### src/rtl/cbg_pkg.sv
// package: register map, field positions, boot constants and shared types
package cbg_pkg;
    localparam int          REG_AW          = 8;
    localparam int          DATA_W          = 32;
    localparam int          NUM_TIMERS      = 2;
    // register offsets
    localparam logic [7:0]  OFS_CTRL        = 8'h00;
    localparam logic [7:0]  OFS_STATUS      = 8'h04;
    localparam logic [7:0]  OFS_EVENT       = 8'h08;
    localparam logic [7:0]  OFS_BOOT_SP     = 8'h0c;
    localparam logic [7:0]  OFS_BOOT_VEC    = 8'h10;
    localparam logic [7:0]  OFS_TIMER_A     = 8'h14;
    localparam logic [7:0]  OFS_TIMER_B     = 8'h18;
    // control fields
    localparam int          CTRL_VECRST_BIT = 0;
    localparam int          CTRL_SIZE_BIT   = 1;
    localparam logic        CTRL_SIZE_RST   = 1'b1;
    // event fields
    localparam int          EVT_SEND_BIT    = 0;
    localparam int          EVT_WAIT_BIT    = 1;
    // status fields
    localparam int          ST_RUN_BIT      = 0;
    localparam int          ST_SLEEP_BIT    = 1;
    localparam int          ST_STRAP_LO     = 2;
    localparam int          ST_REFUSE_LO    = 4;
    localparam int          ST_LATCH_BIT    = 6;
    localparam int          ST_VECOUT_BIT   = 7;
    // boot fetch addresses, flash region sizes and timer reset value
    localparam logic [31:0] BOOT_SP_ADDR    = 32'h0000_0000;
    localparam logic [31:0] BOOT_VEC_ADDR   = 32'h0000_0004;
    localparam logic [31:0] FLASH_SIZE_256K = 32'h0004_0000;
    localparam logic [31:0] FLASH_SIZE_512K = 32'h0008_0000;
    localparam logic [31:0] TIMER_RST_VAL   = 32'h0000_0000;

    typedef enum logic [5:0] {
        CBG_HOLD    = 6'b000001,
        CBG_GET_SP  = 6'b000010,
        CBG_GET_VEC = 6'b000100,
        CBG_RUN     = 6'b001000,
        CBG_SLEEP   = 6'b010000,
        CBG_SPARE   = 6'b100000
    } cbg_state_t;

    typedef struct packed {
        logic        req;
        logic [31:0] addr;
    } cbg_flash_req_t;
endpackage : cbg_pkg

### src/rtl/cbg_glue_top.sv
// core boot, event and timer privilege glue with register port
`timescale 1ns/100ps
`default_nettype none
module cbg_glue_top (
    input  wire logic                    ref_clk_i,
    input  wire logic                    rst_b_i,
    input  wire logic [7:0]              reg_addr_i,
    input  wire logic [31:0]             reg_wdata_i,
    input  wire logic                    reg_wr_i,
    input  wire logic                    reg_rd_i,
    input  wire logic                    reg_priv_i,
    output logic      [31:0]             reg_rdata_o,
    input  wire logic                    core_event_receive_in_i,
    output logic                         core_event_send_out_o,
    input  wire logic                    timer_a_privileged_write_only_i,
    input  wire logic                    timer_b_privileged_write_only_i,
    output cbg_pkg::cbg_flash_req_t      flash_target_port_o,
    input  wire logic [31:0]             flash_rdata_i,
    input  wire logic                    flash_rvalid_i,
    output logic      [31:0]             boot_pc_o,
    output logic                         core_sleeping_o
);
    // straps come from pins: two flops before use
    logic [1:0] strap_meta_reg;
    logic [1:0] strap_sync_reg;
    always_ff @(posedge ref_clk_i or negedge rst_b_i) begin
        if (!rst_b_i) begin
            strap_meta_reg <= 2'h0;
            strap_sync_reg <= 2'h0;
        end else begin
            strap_meta_reg <= {timer_b_privileged_write_only_i,
                               timer_a_privileged_write_only_i};
            strap_sync_reg <= strap_meta_reg;
        end
    end

    // register decode
    logic wr_ctrl;
    logic wr_status;
    logic wr_event;
    logic [1:0] wr_timer;
    assign wr_ctrl     = reg_wr_i & (reg_addr_i == cbg_pkg::OFS_CTRL);
    assign wr_status   = reg_wr_i & (reg_addr_i == cbg_pkg::OFS_STATUS);
    assign wr_event    = reg_wr_i & (reg_addr_i == cbg_pkg::OFS_EVENT);
    assign wr_timer[0] = reg_wr_i & (reg_addr_i == cbg_pkg::OFS_TIMER_A);
    assign wr_timer[1] = reg_wr_i & (reg_addr_i == cbg_pkg::OFS_TIMER_B);

    logic [1:0][31:0] timer_value;
    logic [1:0]       timer_refused;
    cbg_timer_guard cbg_timer_guard_inst (
        .ref_clk_i   (ref_clk_i),
        .rst_b_i     (rst_b_i),
        .wr_sel_i    (wr_timer),
        .wdata_i     (reg_wdata_i),
        .priv_i      (reg_priv_i),
        .priv_only_i (strap_sync_reg),
        .value_o     (timer_value),
        .refused_o   (timer_refused)
    );

    // core state
    cbg_pkg::cbg_state_t     state_reg;
    cbg_pkg::cbg_state_t     state_next;
    cbg_pkg::cbg_flash_req_t flash_reg;
    cbg_pkg::cbg_flash_req_t flash_next;
    logic [31:0] sp_reg;
    logic [31:0] sp_next;
    logic [31:0] vec_reg;
    logic [31:0] vec_next;
    logic        size512_reg;
    logic        size512_next;
    logic        latch_reg;
    logic        latch_next;
    logic        send_reg;
    logic        send_next;
    logic [1:0]  refuse_reg;
    logic [1:0]  refuse_next;
    logic        vecout_reg;
    logic        vecout_next;
    logic [31:0] region;
    logic        vec_reset;

    assign vec_reset = wr_ctrl & reg_wdata_i[cbg_pkg::CTRL_VECRST_BIT];

    always_comb begin
        state_next   = state_reg;
        flash_next   = flash_reg;
        sp_next      = sp_reg;
        vec_next     = vec_reg;
        size512_next = size512_reg;
        latch_next   = latch_reg | core_event_receive_in_i;
        send_next    = 1'b0;
        vecout_next  = vecout_reg;
        region       = size512_reg ? cbg_pkg::FLASH_SIZE_512K
                                   : cbg_pkg::FLASH_SIZE_256K;
        // hardware set wins over software clear
        refuse_next  = refuse_reg;
        if (wr_status) begin
            refuse_next = refuse_reg &
                ~reg_wdata_i[cbg_pkg::ST_REFUSE_LO +: 2];
        end
        refuse_next = refuse_next | timer_refused;
        if (wr_ctrl) begin
            size512_next = reg_wdata_i[cbg_pkg::CTRL_SIZE_BIT];
        end
        case (state_reg)
            cbg_pkg::CBG_HOLD: begin
                // boot fetches go straight to flash: zero is hard-mapped
                flash_next.req  = 1'b1;
                flash_next.addr = cbg_pkg::BOOT_SP_ADDR;
                state_next      = cbg_pkg::CBG_GET_SP;
            end
            cbg_pkg::CBG_GET_SP: begin
                if (flash_rvalid_i) begin
                    sp_next         = flash_rdata_i;
                    flash_next.addr = cbg_pkg::BOOT_VEC_ADDR;
                    state_next      = cbg_pkg::CBG_GET_VEC;
                end
            end
            cbg_pkg::CBG_GET_VEC: begin
                if (flash_rvalid_i) begin
                    vec_next       = flash_rdata_i;
                    vecout_next    = flash_rdata_i >= region;
                    flash_next.req = 1'b0;
                    state_next     = cbg_pkg::CBG_RUN;
                end
            end
            cbg_pkg::CBG_RUN: begin
                if (wr_event) begin
                    send_next = reg_wdata_i[cbg_pkg::EVT_SEND_BIT];
                    if (reg_wdata_i[cbg_pkg::EVT_WAIT_BIT]) begin
                        // a pending event cancels the wait at once
                        if (latch_next) begin
                            latch_next = 1'b0;
                        end else begin
                            state_next = cbg_pkg::CBG_SLEEP;
                        end
                    end
                end
            end
            cbg_pkg::CBG_SLEEP: begin
                if (core_event_receive_in_i) begin
                    latch_next = 1'b0;
                    state_next = cbg_pkg::CBG_RUN;
                end
            end
            default: begin
                state_next = cbg_pkg::CBG_HOLD;
            end
        endcase
        // vector reset restarts the core only, not the glue
        if (vec_reset) begin
            state_next     = cbg_pkg::CBG_HOLD;
            flash_next.req = 1'b0;
            sp_next        = '0;
            vec_next       = '0;
            latch_next     = 1'b0;
            send_next      = 1'b0;
            vecout_next    = 1'b0;
        end
    end

    // read data: one cycle later, zero for unmapped addresses
    logic [31:0] rdata_next;
    logic [31:0] status_word;
    always_comb begin
        status_word = '0;
        status_word[cbg_pkg::ST_RUN_BIT]     = state_reg[3] | state_reg[4];
        status_word[cbg_pkg::ST_SLEEP_BIT]   = state_reg[4];
        status_word[cbg_pkg::ST_STRAP_LO+:2] = strap_sync_reg;
        status_word[cbg_pkg::ST_REFUSE_LO+:2] = refuse_reg;
        status_word[cbg_pkg::ST_LATCH_BIT]   = latch_reg;
        status_word[cbg_pkg::ST_VECOUT_BIT]  = vecout_reg;
        rdata_next = '0;
        if (reg_rd_i) begin
            case (reg_addr_i)
                cbg_pkg::OFS_CTRL: begin
                    rdata_next[cbg_pkg::CTRL_SIZE_BIT] = size512_reg;
                end
                cbg_pkg::OFS_STATUS: begin
                    rdata_next = status_word;
                end
                cbg_pkg::OFS_BOOT_SP: begin
                    rdata_next = sp_reg;
                end
                cbg_pkg::OFS_BOOT_VEC: begin
                    rdata_next = vec_reg;
                end
                cbg_pkg::OFS_TIMER_A: begin
                    rdata_next = timer_value[0];
                end
                cbg_pkg::OFS_TIMER_B: begin
                    rdata_next = timer_value[1];
                end
                default: begin
                    rdata_next = '0;
                end
            endcase
        end
    end

    // single clock, no gating anywhere in this block
    always_ff @(posedge ref_clk_i or negedge rst_b_i) begin
        if (!rst_b_i) begin
            state_reg   <= cbg_pkg::CBG_HOLD;
            flash_reg   <= '0;
            sp_reg      <= '0;
            vec_reg     <= '0;
            size512_reg <= cbg_pkg::CTRL_SIZE_RST;
            latch_reg   <= 1'b0;
            send_reg    <= 1'b0;
            refuse_reg  <= 2'h0;
            vecout_reg  <= 1'b0;
            reg_rdata_o <= '0;
        end else begin
            state_reg   <= state_next;
            flash_reg   <= flash_next;
            sp_reg      <= sp_next;
            vec_reg     <= vec_next;
            size512_reg <= size512_next;
            latch_reg   <= latch_next;
            send_reg    <= send_next;
            refuse_reg  <= refuse_next;
            vecout_reg  <= vecout_next;
            reg_rdata_o <= rdata_next;
        end
    end

    assign flash_target_port_o   = flash_reg;
    assign core_event_send_out_o = send_reg;
    assign boot_pc_o             = vec_reg;
    assign core_sleeping_o       = state_reg[4];
endmodule : cbg_glue_top
`default_nettype wire

### src/rtl/cbg_timer_guard.sv
// timer register write gate with per-timer privilege straps
`timescale 1ns/100ps
`default_nettype none
module cbg_timer_guard (
    input  wire logic                    ref_clk_i,
    input  wire logic                    rst_b_i,
    input  wire logic [1:0]              wr_sel_i,
    input  wire logic [31:0]             wdata_i,
    input  wire logic                    priv_i,
    input  wire logic [1:0]              priv_only_i,
    output logic      [1:0][31:0]        value_o,
    output logic      [1:0]              refused_o
);
    genvar g;
    generate
        for (g = 0; g < cbg_pkg::NUM_TIMERS; g++) begin : g_tmr
            logic [31:0] value_reg;
            logic [31:0] value_next;
            logic        refused_reg;
            logic        refused_next;
            logic        allowed;
            // reads are never gated, only writes
            always_comb begin
                allowed      = priv_i | ~priv_only_i[g];
                value_next   = value_reg;
                refused_next = 1'b0;
                if (wr_sel_i[g]) begin
                    if (allowed) begin
                        value_next = wdata_i;
                    end else begin
                        refused_next = 1'b1;
                    end
                end
            end
            always_ff @(posedge ref_clk_i or negedge rst_b_i) begin
                if (!rst_b_i) begin
                    value_reg   <= cbg_pkg::TIMER_RST_VAL;
                    refused_reg <= 1'b0;
                end else begin
                    value_reg   <= value_next;
                    refused_reg <= refused_next;
                end
            end
            assign value_o[g]   = value_reg;
            assign refused_o[g] = refused_reg;
        end
    endgenerate
endmodule : cbg_timer_guard
`default_nettype wire

### config.mk
export PLATFORM = sky130hd
export DESIGN_NAME = cbg_glue_top
export DESIGN_NICKNAME = d
export VERILOG_FILES = /design/src/rtl/cbg_pkg.sv /design/src/rtl/cbg_glue_top.sv /design/src/rtl/cbg_timer_guard.sv
export SDC_FILE = /design/constraint.sdc
export NUM_CORES = 1
export LEC_CHECK = 0
export ABC_AREA = 1
export BUFFER_PORTS_ARGS = -buffer_cell sky130_fd_sc_hd__clkbuf_2
export CAP_MARGIN = 10
export CELL_PAD_IN_SITES_DETAIL_PLACEMENT = 1
export CELL_PAD_IN_SITES_GLOBAL_PLACEMENT = 1
export CORE_MARGIN = 4
export CORE_UTILIZATION = 40
export CTS_CLUSTER_SIZE = 12
export DETAILED_ROUTE_END_ITERATION = 8
export GPL_ROUTABILITY_DRIVEN = 0
export GPL_TIMING_DRIVEN = 0
export PLACE_DENSITY = 0.76
export SETUP_SLACK_MARGIN = 0.05
export SYNTH_ARGS = -nofsm -noshare
export SYNTH_HDL_FRONTEND = slang
export SYNTH_HIERARCHICAL = 1
export SYNTH_SLANG_ARGS = --single-unit
### constraint.sdc
create_clock -name ref_clk_i -period 1.6 [get_ports ref_clk_i]
set_input_delay 0.08 -clock ref_clk_i [delete_from_list [all_inputs] [get_ports ref_clk_i]]
set_output_delay 0.08 -clock ref_clk_i [all_outputs]
set_load 0.1 [all_outputs]
==> run summary <==
The worst slew margin relative to its limit came out at 49.2%. The initial antenna violation count is 0. The net count of the finished layout is 1370. The cell-internal power is ~9.1 mW. The routed design has between 30 and 40 mm of wire.

Summing internal, switching and leakage power gives around 17 mW. The period utilization is 95.7%. The maximum fanout along the worst path came out at 10. After synthesis, flip-flops and latches occupy a little over half of the total area. The number of library cell types mapped by synthesis is 28. The y dimension of the die came out at between 150 and 200 µm. At the pin with the least slew margin, the transition time is between 0.7 and 0.8 ns. The synthesized area per cell is 8.28 µm². The CTS root buffer is clkbuf_16. The sink count of the clock tree is approximately 180. The share of power burned in the clock network is about a quarter. The critical path ends at boot_pc_o[8]. The length of the first detailed-routing pass in iterations is 5. The endpoint class of the critical path is a flop. The count of synthesis-stage warnings from yosys came out at 6. The relative area change from synthesis to final layout came out at 34.9%. The number of top-level design ports is 180. The synthesized netlist cell count is 1000. The peak clock frequency supported by timing is 0.653 GHz.

The post-detailed-route count of antenna-violating nets came out at 0. Summing every instance area after synthesis gives a little over 8000 µm². The number of max-slew violations in the final report came to 0. The fraction of layout cells with a size suffix above 1 came out at 25.0%. The flip-flop count of the largest register, all copies and words added is 64. In this run, the combinational gates consume a little under two fifths of the power. The number of buffers created by CTS came out at 17. Setup repair after global routing could not meet its margin everywhere. Entering global routing, the biggest net connects approximately 110 pins.

The portion of total power attributed to sequential cells came out at between 30 and 40%. Measured in cells, the most critical reg-to-reg path has a length of 7. By area the synthesized netlist is led by dfrtp_1 54%, nand2_1 18%, nand3_1 9.3%. The critical path starts at state_reg[4]. The core region is 20300 µm². The area enclosed by the die boundary came out at approximately 23000 µm².

In this run the horizontal extent of the chip is 152 µm. Summed over all cells, the static leakage comes to 6.02 nW. The maximum level of the CTS H-tree is 4.

The average detailed-routed wire length per instance came out at 19.6 µm. After detailed routing, the number of remaining DRC violations is 0. Setup violations remaining at the end of the flow were counted as 0.

The count of routing violations after the opening detailed-route iteration came out at between 600 and 700. For this design the ratio of total power to cell area is about 1500 nW/µm². The flow ran to the end, and the final reports show no timing, DRC or antenna violations. The via count of the first global-routing pass was 8423.

The area share of the largest cell type after synthesis came out at between 50% and 60%. The clock tree from TritonCTS is yes. The final hold violation count is 0. The worst-case IR drop observed on VDD is roughly 0.70 mV. The post-route setup TNS is 0 ns. The clock-pin transition on the worst setup and hold timing paths came out at around 0.070 ns. The mean number of vias per cell is 5.12. Counting flops and latches in the post-synthesis netlist gives about 180. The port buffer count is approximately 150. The sum of net half-perimeters after detailed placement came out at 21.1 mm.

In this run the critical register-to-register path is captured at boot_pc_o[8]. The effective utilization at floorplan is between 40% and 50%. In this run the deepest clock path goes through 2 buffers. The hold slack came out at around 0.08 ns.

STA classifies the critical path startpoint as a flop. The first global-routing pass estimated between 40 and 50 mm of wire. The critical path is of the reg -> reg type. The worst clock skew on the final layout is ~0.01 ns.

The biggest area contributor in the post-synthesis netlist is dfrtp_1. OpenSTA, run right after detailed placement, puts the worst setup slack at -0.494 ns. The number of rows created at floorplan came out at 52. The final antenna diode count came out at 0. The clock period minus final worst setup slack came out at 1.53 ns.

The worst path arrival time is between 1.5 and 2 ns. The overflow left after global routing is 0. The cell area reported after detailed placement is about 9500 µm². Clock latency on the worst-skew pair, taken at its later pin, is around 0.43 ns. Global routing used between 20% and 30% of the available tracks across all layers. For the worst setup path, the data required time is ~2 ns. The switching share of power came out at 45.3%. The total via count in the routed design came out at around 8000. The register-to-register setup slack came out at slightly below 0.07 ns. The startpoint identified for the worst register-to-register timing path is state_reg[4]. The final worst setup slack is 0.0693 ns. The max capacitance violation total came out at 0.

The class of the tightest hold or removal check is in -> reg. For this design the total switching power over the nets is roughly 7.5 mW. The final instance area is between 10000 and 15000 µm².
## timing repair
item / 4_1_cts / 5_1_grt
hold endpoints to repair: 211 / 0
setup buffers: 3 / 13
pin swaps: 2 / 10
endpoints found under the setup margin: 101 / 119
hold buffers: 70 / 0
resized for setup: 20 / 34
cloned: 0 / 3
## synth_stat cells, drive strengths merged
cell and number:
nand2 392, dfrtp 177, nand3 155, buf 81
nor2 62, a21oi 42, inv 35, o21ai 22
nand4 6, nor3 6, clkbuf 5, a21o 3
o31ai 3, or2 3, dfstp 2, ha 2
and3 1, conb 1, nor3b 1, nor4 1
## layout make-up
type                       instances  area (µm²)
fill                            2497        9130
sequential                       179        4490
multi-input combinational        730        3300
timing repair buffer             238        1660
buffer                            86         661
clock buffer                      21         460
tap                              270         338
inverter                          35         134
clock inverter                    11         129
## kinds of logic (layout without fill, tap and decap cells)
logic type / Yosys count / in the layout / share of synthesized area, %
AOI/OAI and AO/OA: 70 / 70 / 4.41
and+or+nand+nor: 627 / 627 / 32.3
DFF: 179 / 179 / 54.1
adders and majority gates: 2 / 2 / 0.302
other: 1 / 31 / 0.0453
buffers and inverters: 121 / 391 / 8.83
## worst min path at each step
stage	from	to	slack [ns]	depth (start not counted)
after floorplan	rst_b_i	boot_pc_o[0]	-0.22	0
after global placement	timer_a_privileged_write_only_i	strap_meta_reg[0]	0.19	1
after detailed placement	rst_b_i	state_reg[3]	0.14	1
after CTS	reg_priv_i	cbg_timer_guard_inst/g_tmr[1].value_reg[31]	0.08	5
after global routing	reg_priv_i	cbg_timer_guard_inst/g_tmr[1].value_reg[1]	0.11	5
final	reg_priv_i	cbg_timer_guard_inst/g_tmr[1].value_reg[31]	0.08	5
## power by group through the flow
stage	registers [mW]	clock network, mW	logic [mW]
detailed placement	6.21	0	5.70
finish	6.21	4.24	6.20
global placement	6.20	0	5.58
global route	6.31	4.49	6.53
floorplan	8.97	0	1.60
CTS	6.16	4.27	5.94
## cell usage in the layout (no fill, tap or decap), drive strengths merged, types with 2 or more instances in the layout
master / count
nand3: 155
o21ai: 22
nand2: 392
a21oi: 42
ha: 2
bufinv: 2
clkbuf: 179
buf: 96
nand4: 6
or2: 3
dlygate4sd3: 70
nor3: 6
dfrtp: 177
clkinv: 6
nor2: 62
dfstp: 2
a21o: 3
conb: 31
clkinvlp: 2
inv: 36
o31ai: 3
## metrics by stage
step	utilization, %	std cells
after detailed placement	46.9	1449
after global placement	46.7	1448
after CTS	53.7	1554
final	55.0	1570
after floorplan	-	1030
after global routing	55.0	1570
## worst max-delay path, stage by stage (launching register included)
cell and delay [ns]:
dfrtp_4 0.52, nor2_4 0.12, nand3_4 0.11, nor2_4 0.17
buf_12 0.14, buf_4 0.18, nand3_1 0.12, nand2_1 0.11
## per-layer routing
layer  share of wire [%]  up-vias  routed length (µm)  track usage, %
li1                    -     3715                   -               -
met1                  43     3973               13300            35.3
met2                  48      291               14900            43.4
met3                 5.7       61                1760            5.32
met4                 3.0        0                 925            8.13
met5                   0        -                   0               0
No activity file was read; power rests on OpenSTA's default activity.
